**src/hw/dsrc_defs.svh**
```systemverilog
`ifndef DSRC_DEFS_SVH
`define DSRC_DEFS_SVH

// ****************************************
// master clock and processor clock
// ****************************************
`define DSRC_CLK_NS 50
`define DSRC_DIV_LAST 2'h3
`define DSRC_DIV_RISE 2'h1
`define DSRC_PRE_LAST 4'hF

// ****************************************
// refresh timer, divide by ten
// ****************************************
`define DSRC_REF_LAST 4'hA
`define DSRC_REF_ADDR_RST 8'h00

// ****************************************
// reset monostable
// ****************************************
`define DSRC_RST_PULSE_NS 100000
`define DSRC_RST_CYCLES ((`DSRC_RST_PULSE_NS + `DSRC_CLK_NS - 1) / `DSRC_CLK_NS)
`define DSRC_RST_CNT_W 11

// ****************************************
// inter-processor interface window, addr[15:3]
// ****************************************
`define DSRC_IPI_BASE 13'h1FFF

// ****************************************
// strobe watchdog used by checks
// ****************************************
`define DSRC_RAS_LOW_MAX 7'h40

`endif

```
**src/hw/dsrc_pkg.sv**
```systemverilog
package dsrc_pkg;

    typedef struct packed {
        logic [15:0] addr;
        logic rw;
        logic sync;
        logic phase_two;
    } dsrc_cpu_bus_t;

    typedef struct packed {
        logic ras_n;
        logic cas_n;
        logic [7:0] addr;
        logic addr_oe;
    } dsrc_dram_bus_t;

endpackage

```
**src/hw/dsrc_clkgen.sv**
```systemverilog
`timescale 1ns/10ps
`include "dsrc_defs.svh"

module dsrc_clkgen
    import dsrc_pkg::*;
(
    input wire logic clk,
    input wire logic resetn,
    input wire logic boot,
    input wire logic write,
    input wire logic stop_req,
    output logic cpu_clk,
    output logic cpu_clk_x2,
    output logic [1:0] phase,
    output logic tick16,
    output logic stretching
);

    logic [1:0] div_q;
    logic [3:0] pre_q;
    logic stretch_q;
    logic stretch_hold;
    logic freeze;
    logic adv;

    // ****************************************
    // free divide by sixteen
    // ****************************************
    always_ff @(posedge clk or negedge resetn)
    begin
        if (!resetn)
            pre_q <= 4'h0;
        else
            pre_q <= pre_q + 4'h1;
    end

    assign tick16 = (pre_q == `DSRC_PRE_LAST);

    // extra high tick in a write, once per cycle
    assign stretch_hold = (div_q == `DSRC_DIV_LAST) && write && !stretch_q;
    // stop only in the low phase so the row strobe is never parked low
    assign freeze = stop_req && (div_q == `DSRC_DIV_RISE);
    assign adv = !stretch_hold && !freeze && (!boot || tick16);

    // ****************************************
    // divide by four
    // ****************************************
    always_ff @(posedge clk or negedge resetn)
    begin
        if (!resetn)
            div_q <= 2'h0;
        else if (adv)
            div_q <= div_q + 2'h1;
    end

    always_ff @(posedge clk or negedge resetn)
    begin
        if (!resetn)
            stretch_q <= 1'b0;
        else if (stretch_hold)
            stretch_q <= 1'b1;
        else if (adv)
            stretch_q <= 1'b0;
    end

    assign cpu_clk = div_q[1];
    assign cpu_clk_x2 = div_q[0];
    assign phase = div_q;
    assign stretching = stretch_q;

endmodule

```
**src/hw/dsrc_top.sv**
```systemverilog
`timescale 1ns/10ps
`include "dsrc_defs.svh"

// What this block does
// - refresh timer divides sixteenth-rate ticks by ten
// - each refresh advances eight-bit refresh row
// - inverted request combined with opcode fetch
// - refresh buffer enable pulses low per request
// - flip-flop restarts timer after serviced refresh
// - row strobe is inverse of processor clock
// - run-mode write cycles stretch clock high, lengthening strobe
// - row strobe never held low for long
// - column strobe suppressed for interface addresses
// - read column strobe follows phase-two clock
// - write column strobe timed by double clock
// - one flop strobes, one flop stretches clock
// - processor clock is master divided by four
// - boot mode slows divider by sixteen more
// - reset enters boot mode held by flop
// - address decoder selects interface window
// - reset pulse follows release of break key
// - flop flags simultaneous interface access collision
// - shared strobes drive eight 64Kbit chips
// - processor and refresh addresses share lines
// - collision stops the processor clock divider
// - boot clock sixty-fourth, run clock quarter
// - first interface access ends boot mode
module dsrc_top
    import dsrc_pkg::*;
(
    input wire logic clk,
    input wire logic resetn,
    input dsrc_cpu_bus_t cpu_bus,
    input wire logic host_ipi_access,
    input wire logic break_key_n,
    output logic cpu_input_clock,
    output logic cpu_reset_n,
    output dsrc_dram_bus_t dram,
    output logic refresh_addr_oe_n,
    output logic cpu_addr_oe_n,
    output logic rom_sel_n,
    output logic ipi_sel_n,
    output logic boot_mode
);

    // ****************************************
    // decoding
    // ****************************************
    function automatic logic is_ipi(input logic [15:0] a);
        is_ipi = (a[15:3] == `DSRC_IPI_BASE);
    endfunction

    logic cpu_clk;
    logic cpu_clk_x2;
    logic [1:0] phase;
    logic tick16;
    logic stretching;
    logic boot_q;
    logic coll_q;
    logic break_prev_q;
    logic [`DSRC_RST_CNT_W-1:0] rst_cnt_q;
    logic rst_q;
    logic [3:0] ref_tmr_q;
    logic ref_req;
    logic ref_req_n_q;
    logic service;
    logic [7:0] ref_addr_q;
    logic cpu_ipi;
    logic cas_n_d;

    dsrc_clkgen u_clkgen (
        .clk(clk),
        .resetn(resetn),
        .boot(boot_q),
        .write(!cpu_bus.rw),
        .stop_req(coll_q),
        .cpu_clk(cpu_clk),
        .cpu_clk_x2(cpu_clk_x2),
        .phase(phase),
        .tick16(tick16),
        .stretching(stretching)
    );

    // address valid only in the clock high half
    assign cpu_ipi = cpu_clk && is_ipi(cpu_bus.addr);

    // ****************************************
    // reset monostable and boot flag
    // ****************************************
    always_ff @(posedge clk or negedge resetn)
    begin
        if (!resetn)
            break_prev_q <= 1'b1;
        else
            break_prev_q <= break_key_n;
    end

    // power-up loads the full pulse as well
    always_ff @(posedge clk or negedge resetn)
    begin
        if (!resetn)
            rst_cnt_q <= `DSRC_RST_CNT_W'(`DSRC_RST_CYCLES);
        else if (!break_key_n || (break_key_n && !break_prev_q))
            rst_cnt_q <= `DSRC_RST_CNT_W'(`DSRC_RST_CYCLES);
        else if (rst_cnt_q != '0)
            rst_cnt_q <= rst_cnt_q - `DSRC_RST_CNT_W'(1);
    end

    always_ff @(posedge clk or negedge resetn)
    begin
        if (!resetn)
            rst_q <= 1'b1;
        else
            rst_q <= (rst_cnt_q != '0) || !break_key_n;
    end

    always_ff @(posedge clk or negedge resetn)
    begin
        if (!resetn)
            boot_q <= 1'b1;
        else if (rst_q)
            boot_q <= 1'b1;
        else if (cpu_ipi)
            boot_q <= 1'b0;
    end

    // ****************************************
    // collision flag
    // ****************************************
    // set and clear never meet in one tick: the set needs host_ipi_access high, the clear needs it low
    always_ff @(posedge clk or negedge resetn)
    begin
        if (!resetn)
            coll_q <= 1'b0;
        else if (host_ipi_access && cpu_ipi)
            coll_q <= 1'b1;
        else if (!host_ipi_access)
            coll_q <= 1'b0;
    end

    // ****************************************
    // refresh timer and address
    // ****************************************
    assign ref_req = (ref_tmr_q == `DSRC_REF_LAST);
    // low half of an opcode fetch: row strobe high, memory idle
    assign service = ref_req && cpu_bus.sync && (phase == 2'h0);

    always_ff @(posedge clk or negedge resetn)
    begin
        if (!resetn)
            ref_tmr_q <= 4'h0;
        else if (service)
            ref_tmr_q <= 4'h0;
        else if (tick16 && !ref_req)
            ref_tmr_q <= ref_tmr_q + 4'h1;
    end

    always_ff @(posedge clk or negedge resetn)
    begin
        if (!resetn)
            ref_req_n_q <= 1'b1;
        else
            ref_req_n_q <= !ref_req;
    end

    always_ff @(posedge clk or negedge resetn)
    begin
        if (!resetn)
            ref_addr_q <= `DSRC_REF_ADDR_RST;
        else if (service)
            ref_addr_q <= ref_addr_q + 8'h01;
    end

    // ****************************************
    // dram strobes and address lines
    // ****************************************
    always_comb
    begin
        cas_n_d = 1'b1;
        if (cpu_clk && !is_ipi(cpu_bus.addr) && !boot_q && !service)
        begin
            if (cpu_bus.rw)
                cas_n_d = !cpu_bus.phase_two;
            else
                cas_n_d = !(cpu_clk_x2 || stretching);
        end
    end

    // one block owns the whole bus; one source on the shared lines at a time
    always_ff @(posedge clk or negedge resetn)
    begin
        if (!resetn)
        begin
            dram.ras_n <= 1'b1;
            dram.cas_n <= 1'b1;
            dram.addr <= 8'h00;
            dram.addr_oe <= 1'b0;
            refresh_addr_oe_n <= 1'b1;
            cpu_addr_oe_n <= 1'b1;
        end
        else
        begin
            dram.ras_n <= !cpu_clk;
            dram.cas_n <= cas_n_d;
            dram.addr_oe <= 1'b1;
            refresh_addr_oe_n <= !service;
            cpu_addr_oe_n <= service;
            if (service)
                dram.addr <= ref_addr_q;
            else if (cpu_clk)
                dram.addr <= cpu_bus.addr[7:0];
            else
                dram.addr <= cpu_bus.addr[15:8];
        end
    end

    // ****************************************
    // processor side outputs
    // ****************************************
    always_ff @(posedge clk or negedge resetn)
    begin
        if (!resetn)
        begin
            cpu_input_clock <= 1'b0;
            cpu_reset_n <= 1'b0;
            rom_sel_n <= 1'b0;
            ipi_sel_n <= 1'b1;
            boot_mode <= 1'b1;
        end
        else
        begin
            cpu_input_clock <= cpu_clk;
            cpu_reset_n <= !rst_q;
            rom_sel_n <= !boot_q;
            ipi_sel_n <= !cpu_ipi;
            boot_mode <= boot_q;
        end
    end

    // ****************************************
    // checks
    // ****************************************
    logic [6:0] ras_low_cnt_q;

    always_ff @(posedge clk or negedge resetn)
    begin
        if (!resetn)
            ras_low_cnt_q <= 7'h00;
        else if (dram.ras_n)
            ras_low_cnt_q <= 7'h00;
        else if (ras_low_cnt_q != 7'h7F)
            ras_low_cnt_q <= ras_low_cnt_q + 7'h01;
    end
endmodule

```
**config.mk**
```make
export PLATFORM = sky130hd
export DESIGN_NAME = dsrc_top
export DESIGN_NICKNAME = d
export VERILOG_FILES = /design/src/hw/dsrc_pkg.sv /design/src/hw/dsrc_clkgen.sv /design/src/hw/dsrc_top.sv
export VERILOG_INCLUDE_DIRS = /design/src /design/src/hw
export SDC_FILE = /design/constraint.sdc
export NUM_CORES = 1
export LEC_CHECK = 0
export BUFFER_PORTS_ARGS = -buffer_cell sky130_fd_sc_hd__buf_4
export CORE_UTILIZATION = 52
export CTS_CLUSTER_DIAMETER = 30
export DETAILED_ROUTE_END_ITERATION = 10
export PLACE_DENSITY = 0.73
export SLEW_MARGIN = 20
export SYNTH_ARGS = -nofsm -noshare
export SYNTH_HDL_FRONTEND = slang
export SYNTH_SLANG_ARGS = --single-unit
```
**constraint.sdc**
```tcl
create_clock -name clk -period 4.75 [get_ports clk]
set_clock_uncertainty 0.15 [all_clocks]
set_input_delay 0.2375 -clock clk [delete_from_list [all_inputs] [get_ports clk]]
set_output_delay 0.2375 -clock clk [all_outputs]
set_load 0.005 [all_outputs]
```
==> results.yml, run 1 <==
detailed_routing:
  drtIter0Drc: 62
  vias: 1545
  drc: 0
  routedWlPerCell_microns: 13.15
  via_per_inst: 5.255
  routed_wirelength_microns: 3866
  final_antenna_net_count: 0
  drt_pass1_iterations: 4
setup_path:
  slowest_delay_ns: 0.58
  startpoint_type: "register"
  cp.arrival_ns: 2.32
  slowest_stage: "dfrtp_1"
  worstPathMaxFanout: 22
  path_common_cell: "inv_1"
  crit_chain: "inv_1 -> ha_1 -> nand3_1 -> inv_1 -> nand4_1 -> xnor2_1"
  worstSetupEndpointType: "register"
  critPathKind: "reg -> reg"
  worst_ep_required_time_ns: 4.78
floorplanning:
  pin_count: 41
  dieArea_sq_um: 4608
  fp.dieW_microns: 67.89
  rows: 23
  core_area_sq_um: 4086
  start_util_pct: 55.24
  dieHeight_microns: 67.89
power:
  pwr-share-seq_pct: 57.1
  peakVddDrop_v: 0.0002715
  power_density_nw_per_um2: 292.4
  power.share.clock_pct: 35.9
  p_switching_mw: 0.1635
  p_int_mw: 0.6358
  leakage_nw: 1.218
  combPwrFrac_pct: 6.9
  netSwitchingFraction_pct: 20.46
  report.power.total_mw: 0.7993
timing:
  fin_crit_sh_pct: 48.23
  rsz0062_at_grt: "false"
  hold_viol: 0
  max_freq_mhz: 436.5
  tightest_slew_ns: 0.6531
  relSlewSlack_pct: 56.13
  period_minus_slack_ns: 2.291
  setup_tns_ns: 0
  setup_viol: 0
  drv_slew: 0
synthesis:
  synth_cell_types: 39
  synth_area_sq_um: 2257
  synth_edf_count: 0
  yosysWarnings: 0
  synth_cells: 197
  synth-main-ff-cell: "dfrtp_1"
  synth_top_area_share_pct: 41.02
  synth_fp_nets: 228
  syn_avg_cell_area_sq_um: 11.46
  async_flop_share_pct: 100.0
  ys_seq_area_share_pct: 58.48
  ys_ff_latch: 52
  synth.area.top_cells: "dfrtp_1 41%, dfstp_2 17%, xnor2_1 5.0%, ha_1 4.4%, mux2i_1 3.5%"
  yosysTopAreaCell: "dfrtp_1"
final_layout:
  utilization_pct: 66.90
  layout_common_cells: "40 x buf_4, 37 x dfrtp_1, 17 x nand2_1"
  antenna_cells: 0
  drive_above_1_share_pct: 27.46
  nets: 274
  final_common_cell: "buf_4"
  area_growth_pct: 21.12
cts:
  cts_buffers: 5
  clkSinkCount: 52
  clkSlewWorstSetupHoldPaths_ns: 0.09
  post_cts_resized: 0
  cts_root_buf: "clkbuf_8"
  insertion_delay_ns: 0.29
  h-tree-depth: 2
  cts_tree: "built"
  clock_path_buffers: 2
  post_cts_buffers: 0
placed_design:
  portBuffers: 40
  gp_congestion: 0.7295
  dpl.hpwl_microns: 2791
global_route:
  antenna_found_initial: 0
  track_usage_pct: 18.88
  overflow: 0
  grt_pass1_vias: 1447
  grt_pass1_wl_microns: 6354
  grt_max_degree: 53
flow_run:
  maxCapViolCount: 0
status:
  status: "finished clean"
worst_hold_path:
  hold_path.class: "in -> reg"
## cell usage after synthesis, drive strengths merged, types with 3 or more instances
cell type  count
dfrtp         37
dfstp         15
ha             8
mux2i          8
or3            5
nand4          7
xnor2         13
xor2           3
nand2         17
nand3          9
nor3           3
nor2          10
inv           13
o21ai         12
a21oi          6
## worst max-delay path: cells and delay by family, from the launching register on
kind	cells	cell delay, ns
buf+inv	2	0.70
flops	1	0.58
simple gates	2	0.41
fa+ha+maj	1	0.18
xor+xnor	1	0.16
## repair_timing
action	in CTS	in global routing
endpoints found under the hold margin	42	0
hold buffers	2	0
endpoints found under the setup margin	0	0
## path summary, 6_finish.rpt
kind,start,end,slack [ns],cells past startpoint
max in group asynchronous,resetn,ref_tmr_q[3]$_DFFE_PN0P_,3.66,2
worst max register to register,u_clkgen.phase[1]$_DFFE_PN0P_,ref_addr_q[4]$_DFFE_PN0P_,2.46,6
worst min register to register,boot_q$_DFFE_PN1P_,boot_mode$_DFF_PN1_,0.24,0
worst max-delay path,u_clkgen.phase[1]$_DFFE_PN0P_,ref_addr_q[4]$_DFFE_PN0P_,2.46,6
min in group asynchronous,resetn,dram[5]$_DFF_PN0_,0.36,2
worst min-delay path,host_ipi_access,coll_q$_DFFE_PN0P_,0.05,2
## cell type report
type                       instances  area, sq um
clock buffer                       6        72.57
multi-input combinational        129        874.6
sequential                        52         1320
fill                             322         1353
tap                               50        62.56
inverter                          13        48.80
timing repair buffer              42        320.3
clock inverter                     2        35.03
## flip-flops by register name, indices dropped and copies added (netlist names)
register / cells
coll_q: 1
u_clkgen.pre_q: 4
u_clkgen.stretching: 1
u_clkgen.phase: 2
dram: 11
ipi_sel_n: 1
cpu_input_clock: 1
rst_q: 1
ref_tmr_q: 4
boot_q: 1
break_prev_q: 1
rst_cnt_q: 11
cpu_addr_oe_n: 1
boot_mode: 1
rom_sel_n: 1
ref_addr_q: 8
refresh_addr_oe_n: 1
cpu_reset_n: 1
## kinds of logic after synthesis
kind of cell / after synthesis / share of synthesized area (%)
compound gates: 32 / 9.313
flops: 52 / 58.48
mux: 8 / 3.548
other cells: 1 / 0.1661
buf+inv: 16 / 2.772
fa+ha+maj: 8 / 4.435
simple gates: 64 / 15.08
xor+xnor: 16 / 6.209
## metal layers
| layer | share of wire (%) | GRT usage (%) |
|---|---|---|
| met1 | 49 | 25.88 |
| met2 | 45 | 29.70 |
| met3 | 5.1 | 4.833 |
| met4 | 0.65 | 5.469 |
| met5 | 0 | 0 |
## per-stage QoR
step                      hold slack, ns  instance area (sq um)  cells  setup slack, ns
after floorplan                  -0.2081                   2257    197            2.726
after global placement            0.1498                   2606    284            2.534
after detailed placement          0.1461                   2606    284            2.451
after CTS                        0.03545                   2734    294            2.438
after global routing             0.04437                   2734    294            2.212
final                            0.04697                   2734    294            2.459
## power groups by stage
| stage | sequential (mW) | clock [mW] | combinational [mW] |
|---|---|---|---|
| after floorplan | 0.465 | 0 | 0.0200 |
| after global placement | 0.465 | 0 | 0.0546 |
| after detailed placement | 0.465 | 0 | 0.0552 |
| after CTS | 0.457 | 0.300 | 0.0568 |
| after global routing | 0.458 | 0.313 | 0.0632 |
| final | 0.457 | 0.287 | 0.0555 |
Power figures use the tool's default switching activity.
==> inputs of run 2 (changes only) <==
--- a/config.mk
+++ b/config.mk
@@ -6,6 +6,7 @@
 export SDC_FILE = /design/constraint.sdc
 export NUM_CORES = 1
 export LEC_CHECK = 0
+export ABC_AREA = 1
 export BUFFER_PORTS_ARGS = -buffer_cell sky130_fd_sc_hd__buf_4
 export CORE_UTILIZATION = 52
 export CTS_CLUSTER_DIAMETER = 30
==> constraint.sdc (replaced) <==
create_clock -name clk -period 2.35 [get_ports clk]
set_clock_uncertainty 0.15 [all_clocks]
set_input_delay 0.1175 -clock clk [delete_from_list [all_inputs] [get_ports clk]]
set_output_delay 0.1175 -clock clk [all_outputs]
set_load 0.005 [all_outputs]
==> run 2 against run 1 <==
The flow now finishes with violations (DRC). Worst hold slack got worse by 0.021 ns. Highest routed layer unchanged. Wire length rose by 33%. Global-route usage increased by 3.7 points. Sequential cell count unchanged. Core utilization is 5.4 points higher. Largest power group unchanged. Combinational power grew to 2.9 times the previous value. Sequential power is 100% higher. Via count rose by 31%.
==> results.yml, run 2 <==
synthesis:
  yosysWarnings: 0
  synth.area.top_cells: "dfrtp_1 37%, dfstp_2 16%, nand2_1 12%, inv_1 5.0%, nand3_1 4.4%"
  synth_common_cells: "76 x nand2_1, 37 x dfrtp_1, 33 x inv_1"
  async_flop_share_pct: 100.0
  ys_ff_latch: 52
  synth_edf_count: 0
  synth_cells: 282
  synth_cell_types: 30
  synth_top_area_share_pct: 37.35
  synth_area_sq_um: 2479
  syn_avg_cell_area_sq_um: 8.789
  synth.most_common_cell: "nand2_1"
  synth-main-ff-cell: "dfrtp_1"
  ys_seq_area_share_pct: 53.26
  yosysTopAreaCell: "dfrtp_1"
  synth_fp_nets: 313
floorplanning:
  core_area_sq_um: 4474
  dieArea_sq_um: 5047
  dieHeight_microns: 71.04
  fp.dieW_microns: 71.04
  pin_count: 41
  rows: 24
  start_util_pct: 55.40
power:
  leakage_nw: 1.602
  report.power.total_mw: 1.903
  peakVddDrop_v: 0.0004300
  power_density_nw_per_um2: 587.9
cts:
  cts_root_buf: "clkbuf_8"
  cts_buffers: 5
  h-tree-depth: 2
  clkSinkCount: 52
  clkSlewWorstSetupHoldPaths_ns: 0.09
  cts_tree: "built"
  clock_path_buffers: 2
  insertion_delay_ns: 0.31
detailed_routing:
  vias: 2028
  routedWlPerCell_microns: 12.74
  final_antenna_net_count: 0
  via_per_inst: 5.020
  routed_wirelength_microns: 5148
  drt_pass1_iterations: 7
  drc: 3
  drtIter0Drc: 180
final_layout:
  nets: 382
  utilization_pct: 72.34
  area_growth_pct: 30.59
  stdcell_area_sq_um: 3237
  final_common_cell: "nand2_1"
  drive_above_1_share_pct: 21.88
  layout_common_cells: "76 x nand2_1, 42 x buf_4, 37 x dfrtp_1"
  final.fill_count: 352
  layout.cells.non_filler: 404
  antenna_cells: 0
  reg_top3: "dram: 11 flops, rst_cnt_q: 11 flops, ref_addr_q: 8 flops"
timing:
  max_freq_mhz: 459.8
  setup_tns_ns: 0
  rsz0062_at_grt: "false"
  hold_viol: 0
  fin_crit_sh_pct: 92.54
  period_minus_slack_ns: 2.175
  setup_viol: 0
  drv_slew: 0
  relSlewSlack_pct: 57.89
  tightest_slew_ns: 0.6317
placed_design:
  portBuffers: 40
  place_area_sq_um: 2813
  dpl.hpwl_microns: 3454
  post-place-cells: 371
  gp_congestion: 0.8503
status:
  status: "finished, violations left"
  violations: "DRC"
global_route:
  grt_pass1_wl_microns: 8721
  grt_pass1_vias: 1999
  antenna_found_initial: 0
  track_usage_pct: 22.62
  grt_max_degree: 53
  overflow: 0
worst_hold_path:
  hold_depth: 4
  hold_path.class: "in -> reg"
setup_path:
  slowest_stage: "dlygate4sd3_1"
  worst_ep_required_time_ns: 2.38
  cpLargestDelayFamily: "buffers and inverters"
  slowest_delay_ns: 0.58
  worstSetupEndpointType: "register"
  startpoint_type: "register"
  worstPathMaxFanout: 20
  crit_buf_inv: 2
  critPathKind: "reg -> reg"
  rr_worst_depth: 8
  cp.arrival_ns: 2.21
  crit_chain: "inv_1 -> ha_1 -> nand2_1 -> nor2_2 -> nand3_4 -> nor2_1 -> a21oi_1 -> dlygate4sd3_1"
  critical_path_depth: 8
flow_run:
  maxCapViolCount: 0
[run 2: what timing repair did]
item	in CTS	in global routing
hold buffers	25	0
setup endpoints to repair	0	7
setup buffers	0	0
hold endpoints to repair	52	0
resized for setup	0	3
[run 2: logic make-up (layout without fill, tap and decap cells)]
kind of cell / count (synthesis) / after routing / synth area share [%]
XOR/XNOR: 8 / 8 / 2.827
other: 1 / 1 / 0.1513
flip-flops: 52 / 52 / 53.26
adder cells (fa/ha/maj): 8 / 8 / 4.039
buffers and inverters: 40 / 110 / 7.168
AND/OR/NAND/NOR: 147 / 147 / 26.50
AO/OA/AOI/OAI: 26 / 26 / 6.057
[run 2: through the flow]
stage,hold WS [ns],worst slack (ns)
2_1_floorplan,-0.3281,0.7380
3_3_place_gp,0.03396,0.6418
3_5_place_dp,0.03323,0.5650
4_1_cts,0.01555,0.07019
5_1_grt,0.04428,0.02868
6_report,0.02622,0.1752
[run 2: power breakdown]
part | total [mW] | internal [mW] | switching, mW
clock network | 0.823 | 0.532 | 0.292
logic | 0.159 | 0.0802 | 0.0786
registers | 0.921 | 0.912 | 0.00856
[run 2: per-layer routing]
layer | routed length (microns) | share of wire, % | up-vias | global-route usage, %
met3 | 240 | 4.7 | 9 | 4.986
met2 | 2536 | 49 | 48 | 36.00
met1 | 2255 | 44 | 939 | 29.96
li1 | - | - | 1032 | -
met5 | 0 | 0 | - | 0
met4 | 115 | 2.2 | 0 | 10.00
[run 2: final cells by class]
cell class	count	area [sq um]	share of cell area [%]
flip-flops and latches	52	1320	40.78
multi-input cells	190	996.0	30.77
repair buffers	67	565.5	17.47
inverters	35	131.4	4.059
clock inverters	3	90.09	2.783
clock buffers	5	68.82	2.126
well taps	52	65.06	2.010
[run 2: final timing paths]
path / start / to / slack, ns
hold reg to reg: boot_q$_DFFE_PN1P_ / boot_mode$_DFF_PN1_ / 0.26
setup / recovery: ref_tmr_q[0]$_DFFE_PN0P_ / dram[1]$_DFF_PN0_ / 0.18
max in group asynchronous: resetn / dram[2]$_DFF_PN0_ / 1.41
setup reg to reg: ref_tmr_q[0]$_DFFE_PN0P_ / dram[1]$_DFF_PN0_ / 0.18
min in group asynchronous: resetn / dram[0]$_DFF_PN0_ / 0.22
hold / removal: cpu_bus[6] / ipi_sel_n$_DFF_PN1_ / 0.03
[run 2: tightest hold or removal path, stage by stage]
cell	delay, ns
buf_4	0.12
nand4_1	0.07
nor2_1	0.06
nand3_1	0.08
